$ cat src/design/dasp_pkg.sv
package dasp_pkg;
	localparam int WADDR_W = 23;
	localparam int BUS_W = 24;
	localparam int IOADDR_W = 16;
	localparam int PAGE_W = 7;
	localparam int PTR_W = 16;
	localparam int WORD_W = 16;
	localparam int BYTE_W = 8;
	localparam int VEC_W = 32;
	localparam int CFG_HI_POS = 29;
	localparam int CFG_LO_POS = 28;
	localparam logic [15:0] DSP_RST = 16'h0000;
	localparam logic [15:0] SYS_PTR_RST = 16'h0000;
	localparam logic [6:0] PAGE_RST = 7'h00;
	localparam logic [1:0] CFG_FAST_DUAL = 2'h0;
	localparam logic [1:0] CFG_SLOW_DUAL = 2'h1;
	localparam logic [1:0] CFG_SINGLE32 = 2'h2;
	typedef enum logic [1:0] {
		DASP_MMR_DSP,
		DASP_MMR_SYS,
		DASP_MMR_PAGE,
		DASP_MMR_NONE
	} dasp_mmr_t;
	typedef enum logic [2:0] {
		DASP_ACC_NONE,
		DASP_ACC_DATA,
		DASP_ACC_LONG_LSW,
		DASP_ACC_IO,
		DASP_ACC_DSTACK,
		DASP_ACC_SSTACK
	} dasp_acc_t;
endpackage : dasp_pkg

$ cat src/design/dasp_byte_lane.sv
`timescale 1ns/1ps
`default_nettype none
module dasp_byte_lane (
	input wire logic [15:0] rd_word_i,
	input wire logic [15:0] old_word_i,
	input wire logic [15:0] src_i,
	input wire logic high_i,
	input wire logic uns_i,
	output logic [15:0] load_o,
	output logic [15:0] store_o
);
	logic [7:0] sel;
	always_comb begin
		sel = high_i ? rd_word_i[15:8] : rd_word_i[7:0];
		load_o = uns_i ? {8'h00, sel} : {{8{sel[7]}}, sel};
		store_o = high_i ? {src_i[7:0], old_word_i[7:0]}
			: {old_word_i[15:8], src_i[7:0]};
	end
endmodule : dasp_byte_lane
`default_nettype wire

$ cat src/design/dasp_top.sv
// Notes on behaviour
// - data words addressed by 23-bit word address
// - bus address is word address shifted left
// - byte load picks high or low byte
// - zero-extend when unsigned, else sign-extend
// - byte store replaces one byte only
// - long word partner address flips bit 0
// - io address 16 bits, zero-extended to 24
// - io reads on read bus, writes on write bus
// - data stack address is page joined pointer
// - data pointer predecrement push, postincrement pop
// - system stack same page, same push/pop rule
// - config from reset vector bits 29:28
// - 00 fast dual, 01 slow dual, 10 single
// - single stack moves system pointer along
// - dual stack: system pointer only on context
// - mapped data pointer write leaves system pointer
// - extended pointer write also sets page
// - extended pointers via instructions only
// - 128 pages of 64K, page joins offset
`timescale 1ns/1ps
`default_nettype none
module dasp_top (
	input wire logic clock_i,
	input wire logic rst_i,
	input wire logic [31:0] reset_vector_i,
	input wire logic vector_valid_i,
	input wire logic [2:0] acc_kind_i,
	input wire logic acc_write_i,
	input wire logic [22:0] word_addr_i,
	input wire logic [15:0] io_addr_i,
	input wire logic byte_high_i,
	input wire logic byte_uns_i,
	input wire logic [15:0] rd_word_i,
	input wire logic [15:0] src_i,
	input wire logic dstack_push_i,
	input wire logic dstack_pop_i,
	input wire logic ctx_push_i,
	input wire logic ctx_pop_i,
	input wire logic [1:0] mmr_sel_i,
	input wire logic mmr_we_i,
	input wire logic [15:0] mmr_wdata_i,
	input wire logic xdsp_we_i,
	input wire logic xsys_we_i,
	input wire logic [22:0] xptr_wdata_i,
	output logic [23:0] data_read_addr_bus_o,
	output logic data_read_valid_o,
	output logic [23:0] data_write_addr_bus_o,
	output logic data_write_valid_o,
	output logic [15:0] byte_load_o,
	output logic [15:0] byte_store_o,
	output logic [15:0] mmr_rdata_o,
	output logic [22:0] extended_data_stack_ptr_o,
	output logic [22:0] extended_system_stack_ptr_o,
	output logic [1:0] stack_cfg_o,
	output logic fast_return_o,
	output logic [23:0] reset_isr_addr_o
);
	logic [15:0] data_stack_pointer_r;
	logic [15:0] system_stack_pointer_r;
	logic [6:0] stack_page_field_r;
	logic [1:0] stack_cfg_r;
	logic [23:0] isr_addr_r;
	logic cfg_taken_r;
	logic [15:0] dsp_nxt;
	logic [15:0] sys_nxt;
	logic [22:0] rd_addr_nxt;
	logic [22:0] wr_addr_nxt;
	logic [23:0] bus_nxt;
	logic single_stack;
	logic dsp_step;
	logic sys_step;
	logic push_any;
	logic [15:0] dsp_eff;
	logic [15:0] sys_eff;

	// word address to bus: trailing zero
	function automatic logic [23:0] word_to_bus(input logic [22:0] a);
		return {a, 1'b0};
	endfunction : word_to_bus

	// wrap inside the 16-bit offset; the page never sees a carry
	function automatic logic [15:0] ptr_step(input logic [15:0] p,
		input logic dec);
		return dec ? p - 16'h0001 : p + 16'h0001;
	endfunction : ptr_step

	assign single_stack = (stack_cfg_r == dasp_pkg::CFG_SINGLE32);
	assign push_any = dstack_push_i | ctx_push_i;
	assign dsp_step = dstack_push_i | dstack_pop_i | ctx_push_i | ctx_pop_i;
	// system pointer moves on context save/restore, or with data pointer in single-stack mode
	assign sys_step = ctx_push_i | ctx_pop_i |
		(single_stack & (dstack_push_i | dstack_pop_i));
	// pushes address the predecremented slot, pops the current one
	assign dsp_eff = push_any ? ptr_step(data_stack_pointer_r, 1'b1)
		: data_stack_pointer_r;
	assign sys_eff = push_any ? ptr_step(system_stack_pointer_r, 1'b1)
		: system_stack_pointer_r;

	always_comb begin
		dsp_nxt = data_stack_pointer_r;
		if (dsp_step)
			dsp_nxt = ptr_step(data_stack_pointer_r, push_any);
		sys_nxt = system_stack_pointer_r;
		if (sys_step)
			sys_nxt = ptr_step(system_stack_pointer_r, push_any);
	end

	// pointers: mapped writes lose to a stack step in the same cycle
	always_ff @(posedge clock_i) begin
		if (rst_i) begin
			data_stack_pointer_r <= dasp_pkg::DSP_RST;
			system_stack_pointer_r <= dasp_pkg::SYS_PTR_RST;
		end else if (xdsp_we_i || xsys_we_i) begin
			if (xdsp_we_i)
				data_stack_pointer_r <= xptr_wdata_i[15:0];
			if (xsys_we_i)
				system_stack_pointer_r <= xptr_wdata_i[15:0];
		end else if (dsp_step || sys_step) begin
			data_stack_pointer_r <= dsp_nxt;
			system_stack_pointer_r <= sys_nxt;
		end else if (mmr_we_i) begin
			// mapped data pointer write never touches the system one
			if (mmr_sel_i == 2'(dasp_pkg::DASP_MMR_DSP))
				data_stack_pointer_r <= mmr_wdata_i;
			if (mmr_sel_i == 2'(dasp_pkg::DASP_MMR_SYS))
				system_stack_pointer_r <= mmr_wdata_i;
		end
	end

	// page field: only writes change it, stack traffic never does
	always_ff @(posedge clock_i) begin
		if (rst_i)
			stack_page_field_r <= dasp_pkg::PAGE_RST;
		else if (xdsp_we_i || xsys_we_i)
			stack_page_field_r <= xptr_wdata_i[22:16];
		else if (mmr_we_i && mmr_sel_i == 2'(dasp_pkg::DASP_MMR_PAGE))
			stack_page_field_r <= mmr_wdata_i[6:0];
	end

	// configuration is latched once, from the first vector after reset
	always_ff @(posedge clock_i) begin
		if (rst_i) begin
			stack_cfg_r <= dasp_pkg::CFG_FAST_DUAL;
			isr_addr_r <= 24'h000000;
			cfg_taken_r <= 1'b0;
		end else if (!cfg_taken_r && vector_valid_i) begin
			stack_cfg_r <= reset_vector_i[dasp_pkg::CFG_HI_POS:
				dasp_pkg::CFG_LO_POS];
			isr_addr_r <= reset_vector_i[23:0];
			cfg_taken_r <= 1'b1;
		end
	end

	// address selection for this cycle
	always_comb begin
		rd_addr_nxt = word_addr_i;
		case (acc_kind_i)
			3'(dasp_pkg::DASP_ACC_LONG_LSW):
				rd_addr_nxt = {word_addr_i[22:1], ~word_addr_i[0]};
			3'(dasp_pkg::DASP_ACC_DSTACK):
				rd_addr_nxt = {stack_page_field_r, dsp_eff};
			3'(dasp_pkg::DASP_ACC_SSTACK):
				rd_addr_nxt = {stack_page_field_r, sys_eff};
			default:
				rd_addr_nxt = word_addr_i;
		endcase
		wr_addr_nxt = rd_addr_nxt;
		if (acc_kind_i == 3'(dasp_pkg::DASP_ACC_IO))
			bus_nxt = {8'h00, io_addr_i};
		else
			bus_nxt = word_to_bus(wr_addr_nxt);
	end

	always_ff @(posedge clock_i) begin
		if (rst_i) begin
			data_read_addr_bus_o <= 24'h000000;
			data_read_valid_o <= 1'b0;
			data_write_addr_bus_o <= 24'h000000;
			data_write_valid_o <= 1'b0;
		end else begin
			data_read_valid_o <= 1'b0;
			data_write_valid_o <= 1'b0;
			if (acc_kind_i != 3'(dasp_pkg::DASP_ACC_NONE)) begin
				if (acc_write_i) begin
					data_write_addr_bus_o <= bus_nxt;
					data_write_valid_o <= 1'b1;
				end else begin
					data_read_addr_bus_o <= bus_nxt;
					data_read_valid_o <= 1'b1;
				end
			end
		end
	end

	logic [15:0] load_c;
	logic [15:0] store_c;
	dasp_byte_lane u_lane (
		.rd_word_i(rd_word_i),
		.old_word_i(rd_word_i),
		.src_i(src_i),
		.high_i(byte_high_i),
		.uns_i(byte_uns_i),
		.load_o(load_c),
		.store_o(store_c)
	);

	always_ff @(posedge clock_i) begin
		if (rst_i) begin
			byte_load_o <= 16'h0000;
			byte_store_o <= 16'h0000;
		end else begin
			byte_load_o <= load_c;
			byte_store_o <= store_c;
		end
	end

	always_comb begin
		case (mmr_sel_i)
			2'(dasp_pkg::DASP_MMR_DSP): mmr_rdata_o = data_stack_pointer_r;
			2'(dasp_pkg::DASP_MMR_SYS): mmr_rdata_o = system_stack_pointer_r;
			2'(dasp_pkg::DASP_MMR_PAGE):
				mmr_rdata_o = {9'h000, stack_page_field_r};
			default: mmr_rdata_o = 16'h0000;
		endcase
	end

	// extended pointers exist only as instruction-side ports
	assign extended_data_stack_ptr_o =
		{stack_page_field_r, data_stack_pointer_r};
	assign extended_system_stack_ptr_o =
		{stack_page_field_r, system_stack_pointer_r};
	assign stack_cfg_o = stack_cfg_r;
	assign fast_return_o = (stack_cfg_r == dasp_pkg::CFG_FAST_DUAL);
	assign reset_isr_addr_o = isr_addr_r;

	a_ptr_wrap: assert property (@(posedge clock_i) disable iff (rst_i)
		dstack_push_i && !dstack_pop_i && !ctx_push_i && !ctx_pop_i &&
		!xdsp_we_i && !xsys_we_i && data_stack_pointer_r == 16'h0000
		|=> data_stack_pointer_r == 16'hFFFF &&
		$stable(stack_page_field_r))
		else $error("data pointer did not wrap in page");
	a_single_link: assert property (@(posedge clock_i) disable iff (rst_i)
		single_stack && dstack_pop_i && !dstack_push_i && !ctx_push_i &&
		!xdsp_we_i && !xsys_we_i
		|=> system_stack_pointer_r == $past(system_stack_pointer_r) + 16'h0001)
		else $error("system pointer not linked in single stack");
	a_dual_indep: assert property (@(posedge clock_i) disable iff (rst_i)
		!single_stack && !ctx_push_i && !ctx_pop_i && !xsys_we_i &&
		!(mmr_we_i && mmr_sel_i == 2'(dasp_pkg::DASP_MMR_SYS))
		|=> $stable(system_stack_pointer_r))
		else $error("system pointer moved in dual stack");
	a_mmr_noalign: assert property (@(posedge clock_i) disable iff (rst_i)
		mmr_we_i && mmr_sel_i == 2'(dasp_pkg::DASP_MMR_DSP) && !dsp_step &&
		!sys_step && !xdsp_we_i && !xsys_we_i
		|=> $stable(system_stack_pointer_r) &&
		data_stack_pointer_r == $past(mmr_wdata_i))
		else $error("mapped write misbehaved");
	a_xptr_page: assert property (@(posedge clock_i) disable iff (rst_i)
		xsys_we_i |=> stack_page_field_r == $past(xptr_wdata_i[22:16]))
		else $error("page not set by extended write");
	a_bus_shift: assert property (@(posedge clock_i) disable iff (rst_i)
		acc_kind_i == 3'(dasp_pkg::DASP_ACC_DATA) && !acc_write_i
		|=> data_read_valid_o && data_read_addr_bus_o[0] == 1'b0 &&
		data_read_addr_bus_o[23:1] == $past(word_addr_i))
		else $error("data read address not shifted");
	a_io_write: assert property (@(posedge clock_i) disable iff (rst_i)
		acc_kind_i == 3'(dasp_pkg::DASP_ACC_IO) && acc_write_i
		|=> data_write_valid_o && !data_read_valid_o &&
		data_write_addr_bus_o == {8'h00, $past(io_addr_i)})
		else $error("io write address wrong");
	a_cfg_hold: assert property (@(posedge clock_i) disable iff (rst_i)
		cfg_taken_r |=> $stable(stack_cfg_r))
		else $error("stack configuration changed after capture");
endmodule : dasp_top
`default_nettype wire

$ cat config.mk
export PLATFORM = sky130hd
export DESIGN_NAME = dasp_top
export DESIGN_NICKNAME = d
export VERILOG_FILES = /design/src/design/dasp_pkg.sv /design/src/design/dasp_byte_lane.sv /design/src/design/dasp_top.sv
export SDC_FILE = /design/constraint.sdc
export NUM_CORES = 1
export LEC_CHECK = 0
export BUFFER_PORTS_ARGS = -buffer_cell sky130_fd_sc_hd__buf_2
export CORE_MARGIN = 1.5
export CORE_UTILIZATION = 30
export CTS_CLUSTER_SIZE = 24
export DETAILED_ROUTE_END_ITERATION = 6
export PLACE_DENSITY = 0.62
export SYNTH_ARGS = -nofsm -noshare
export SYNTH_HDL_FRONTEND = slang
export SYNTH_HIERARCHICAL = 1
export SYNTH_SLANG_ARGS = --single-unit
$ cat constraint.sdc
create_clock -name clock_i -period 2.9 [get_ports clock_i]
set_input_delay 0.145 -clock clock_i [delete_from_list [all_inputs] [get_ports clock_i]]
set_output_delay 0.145 -clock clock_i [all_outputs]
set_load 0.01 [all_outputs]
Word-level counts from Yosys, hierarchy flattened
Index checks and enable logic that the tools add are counted. Widths: inputs -> output; s select.

RAM bits: 0. Bits of input ports: 160. Output and inout port bits: 171. Memories: 0. Memory bits (read-only): 0. Bits in latches: 0. Register bits: 141.

Divide/modulo/power cells: 0. Reductions and logical operators: 18. Shifts and indexed selects: 0. Bitwise logic cells: 10. Add/sub/neg operators: 4. Mux-type cells: 25. Equal/unequal tests: 11. $mul: 0. $lt $le $gt $ge: 0.

Operator list (count): $mux 16 (17); $pmux 23 s3 (1); $pmux 16 s3 (1); $add 16x1->16 const B (2); $sub 16x1->16 const B (2); $mux 24 (1); $mux 7 (2); $reduce_bool 3->1 (4); $mux 8 (1); $reduce_and 4->1 (2); $eq 3x2->1 const B (2); $eq 3x3->1 const B (2); $ne 3x3->1 const B (2); $or 1x1->1 (6); $eq 2x2->1 const B (2); $logic_not 2->1 (2); $ne 2x2->1 const B (2); $reduce_and 2->1 (2); $reduce_or 2->1 (2); $not 1->1 (3); $eq 2x1->1 const B (1); $logic_and 1x1->1 (2); $logic_or 1x1->1 (2); $mux 1 (2); 3 further kinds (3).

Logic depth before layout (Yosys ltp)
Depth after elaboration: 6. Depth in mapped cells: 10.

By module
The synthesis kept the hierarchy.

By module, submodules not included: dasp_top (sequential area each 2962.8 µm², times used 1, cells each 1090, area each 8197.9 µm²); dasp_byte_lane (sequential area each 0.0 µm², times used 1, cells each 35, area each 466.7 µm²).

Worst setup path after synthesis
OpenSTA, ideal clock, no wires.

Path type: flip-flop to flip-flop. Start: reg data_stack_pointer_r[0]. End: reg data_read_addr_bus_o[9]. Data required time: 2763 ps. Arrival: 2443 ps. Slack: 320 ps. Library setup time: 137 ps. Cell stages (with the launch flop): 11. Path through: dfxtp_1 clkbuf_1 inv_1 ha_1 or4b_1 buf_2 or4b_4 xnor2_1 mux2i_1 a221oi_2 a211oi_1.

Word-level cells in the longest chain between the ends: 4.

RTL lines: from (decl) (RTL line dasp_top.sv:59) `logic [15:0] data_stack_pointer_r;`; from (signal assigned) (RTL line dasp_top.sv:112) `data_stack_pointer_r <= dasp_pkg::DSP_RST;`; from (signal assigned) (RTL line dasp_top.sv:116) `data_stack_pointer_r <= xptr_wdata_i[15:0];`; from (signal assigned) (RTL line dasp_top.sv:120) `data_stack_pointer_r <= dsp_nxt;`; $sub 16x1->16 (RTL line dasp_top.sv:85) `return dec ? p - 16'h0001 : p + 16'h0001;`; $mux 16 (RTL line dasp_top.sv:95) `assign dsp_eff = push_any ? ptr_step(data_stack_pointer_r, 1'b1)`; $pmux 23 s3 (RTL line dasp_top.sv:158) `case (acc_kind_i)`; $mux 24 (RTL line dasp_top.sv:169) `if (acc_kind_i == 3'(dasp_pkg::DASP_ACC_IO))`; to (signal assigned) (RTL line dasp_top.sv:189) `data_read_addr_bus_o <= bus_nxt;`; to (decl) (RTL line dasp_top.sv:46) `output logic [23:0] data_read_addr_bus_o,`.

No other way between the ends. A chain may end at the register's enable or synchronous reset.

Worst setup path in the final report
Start: reg data_stack_pointer_r[1]. End: reg data_read_addr_bus_o[9].

Same word-level chain as after synthesis.

==> impl_metrics.ini <==
[worst_setup_path]
crit_arrival_ns = 2.89
cp_num_buf_inv = 1
startpoint = data_stack_pointer_r[1]
cp_slowest_cell = or4b_4
r2r_cells = 8
crit_chain = inv_1 > ha_1 > or4b_1 > or4b_4 > xnor2_1 > mux2i_1 > a221oi_2 > a211oi_1
worstSetupStartpointType = flop
r2r-end = data_read_addr_bus_o[9]
crit_path_end_kind = flop
worst_ep_required_time_ns = 3.17
reg2reg_from = data_stack_pointer_r[1]
crit_path_max_incr_delay_ns = 0.55
rrSetupSlack_ns = 0.28
crit_type = flop to flop
crit_family = simple AND/OR/NAND/NOR gates
cp_max_fo = 2
cp.depth = 8
crit_end = data_read_addr_bus_o[9]

[floorplan]
coreArea_mm2 = 0.02855
die_w_um = 172.9
io_pins = 331
dieArea_mm2 = 0.02991
rows = 62
die_h_um = 172.9
floorplan.initialDensity_pct = 30.35

[timing]
max_clock_freq_ghz = 0.3815
hold_viol = 1
setup_viol = 0
fin_crit_ns = 2.621
maxSlewHeadroom_pct = 33.08
fin_skew_ns = 0.01772
rsz0062_at_grt = false
slew_viol_final = 0
tns_ns = 0
timing.hold.ws_ns = -0.001218
finalCritPeriodShare_pct = 90.39
worst_pin_slew_ns = 1.004

[power]
power_uw = 6011
p_leak_uw = 0.005070
ir_drop_uv = 342.3
p_per_area_mw_per_mm2 = 525.7

[cts]
cts_num_sinks = 148
cts_max_path_buffers = 2
root_buffer = clkbuf_16
path_clk_slew_ns = 0.07
post_cts_buffers = 0
htreeDepth = 4
cts_tree = done
clk_latency_ns = 0.44
cts-buffers-inserted = 17

[global_routing]
grt_pass1_wl_um = 52380
grt_max_degree = 81
grt.total_usage_pct = 22.59
antenna_found_initial = 10
grt_overflow = 0
grt_pass1_vias = 8768

[outcome]
status = finished, violations left
violations = hold timing

[synthesis]
mappedNetlistArea_mm2 = 0.008665
post_synth_num_cell_types = 76
synthFlopType = dfxtp_1
yosys_warnings = 6
ys_ff_latch = 148
syn_inst = 1125
synthArstFlopShare_pct = 0
synth-edff-count = 0
ys_seq_area_share_pct = 34.19
avgSynthCellArea_um2 = 7.702
synth_nets = 1289

[finish]
fillerInstances = 3019
syn_to_final_growth_pct = 31.97
drive_above_1_share_pct = 31.07
fin_area_mm2 = 0.01143
fin_nets = 1580
fin_util_pct = 40.06

[detailed_routing]
first_iter_violations = 987
vias_per_cell = 5.307
vias = 9637
routed_wl_um = 34810
ant_nets = 0
wl_per_cell_um = 19.17
drc_errors = 0
dr.pass1.iters = 7

[place]
dpl_cell_area_mm2 = 0.01048
port_buffers = 316
gp_congestion = 0.9289
dp_hpwl_um = 25920

[min_path]
worstHoldStart = xptr_wdata_i[16]
hp-class = primary input to flop

[job]
maxCapViolations = 0
-- cell usage after synthesis, drive strengths merged (9+ instances only) --
| master | n | area, um2 |
|---|---|---|
| nor2 | 76 | 285.3 |
| nand4 | 12 | 75.07 |
| inv | 23 | 86.33 |
| xnor2 | 21 | 183.9 |
| nor2b | 42 | 270.3 |
| or2 | 10 | 62.56 |
| mux2i | 21 | 210.2 |
| xor2 | 14 | 122.6 |
| mux2 | 24 | 349.1 |
| clkbuf | 81 | 304.0 |
| buf | 42 | 284.0 |
| o211ai | 17 | 127.6 |
| nand2 | 183 | 686.9 |
| a311oi | 15 | 131.4 |
| a211oi | 12 | 90.09 |
| dfxtp | 148 | 2963 |
| nand3 | 22 | 110.1 |
| o221ai | 9 | 78.83 |
| o21ai | 66 | 330.3 |
| nor4 | 12 | 102.6 |
| a21oi | 118 | 590.6 |
| nor3 | 24 | 125.1 |
| and3 | 9 | 56.30 |
| or3 | 12 | 80.08 |
-- logic make-up (layout without fill, tap and decap cells) --
kind of cell    after synthesis  in the layout  synth area share [%]
simple gates                436            436                 24.56
compound gates              310            310                 22.63
flops                       148            148                 34.19
buf+inv                     146            450                 7.783
mux                          46             46                 6.715
xor+xnor                     35             35                 3.538
fa+ha+maj                     4              4                0.5776
other cells                   0              3                     0
-- area by class of cell --
cell class,instances,area (um2),share of cell area (%)
Clock buffer,18,429.2,3.753
Clock inverter,14,140.1,1.226
Timing Repair Buffer,395,2285,19.98
Tap cell,384,480.5,4.202
Antenna cell,3,7.507,0.06565
Sequential cell,148,2963,25.91
Inverter,23,86.33,0.7550
Multi-Input combinational cell,831,5044,44.11
-- routing by layer --
| layer | GRT usage (%) | part of all wire (%) |
|---|---|---|
| met2 | 34.04 | 44 |
| met1 | 29.08 | 42 |
| met4 | 8.297 | 2.9 |
| met3 | 8.905 | 11 |
| met5 | 0 | 0.25 |
-- metrics by stage --
stage | setup slack [ns] | cells
2_1_floorplan | 0.3202 | 1125
3_3_place_gp | 0.4043 | 1743
3_5_place_dp | 0.3695 | 1743
4_1_cts | 0.3555 | 1813
5_1_grt | 0.1598 | 1814
6_report | 0.2787 | 1816
-- flip-flops by register name, indices dropped and copies added, names as in the netlist, 2 cells and up --
| name | cells |
|---|---|
| system_stack_pointer_r | 16 |
| stack_cfg_o | 2 |
| data_stack_pointer_r | 16 |
| byte_store_o | 16 |
| data_write_addr_bus_o | 24 |
| byte_load_o | 16 |
| data_read_addr_bus_o | 24 |
| reset_isr_addr_o | 24 |
| stack_page_field_r | 7 |
-- power by group --
group	internal [uW]	leakage [uW]	switching, uW
logic	625	0.00357	883
clock network	1140	0.000274	1040
registers	2180	0.00122	138
-- how the worst min path moves through the flow --
stage / cells after the start / endpoint
5_1_grt: 3 / stack_page_field_r[4]
4_1_cts: 3 / stack_page_field_r[0]
6_report: 3 / stack_page_field_r[0]
2_1_floorplan: 2 / cfg_taken_r
3_3_place_gp: 3 / cfg_taken_r
3_5_place_dp: 3 / reset_isr_addr_o[13]
-- cells in the final DEF (no fill, tap or decap), types with 6 or more instances in the layout --
cell type / n
a311oi_1: 15
mux2_4: 21
o21ai_0: 65
and4_1: 6
nor2_1: 73
nor4_1: 8
nor3_1: 23
clkbuf_16: 17
dfxtp_1: 148
or3_1: 11
o211ai_1: 17
buf_4: 41
nand4_1: 12
nand2_1: 183
inv_1: 23
or2_2: 10
o32ai_1: 7
buf_2: 315
a21oi_1: 118
dlygate4sd3_1: 38
xnor2_1: 21
xor2_1: 14
nor2b_1: 40
or4_1: 6
mux2i_1: 21
o31ai_1: 6
nand3_1: 22
and3_1: 9
a211oi_1: 12
a22oi_1: 7
o221ai_1: 9
-- worst register-to-register path, stage by stage, from the launching register on --
cell and delay [ns]:
dfxtp_1 0.31, inv_1 0.10, ha_1 0.19, or4b_1 0.49
or4b_4 0.55, xnor2_1 0.23, mux2i_1 0.17, a221oi_2 0.31
a211oi_1 0.11
-- what timing repair did --
| item | 4_1_cts | 5_1_grt |
|---|---|---|
| gates resized for setup | 0 | 0 |
| endpoints found under the hold margin | 37 | 0 |
| hold buffers | 38 | 0 |
(Power assumes the default switching activity.)
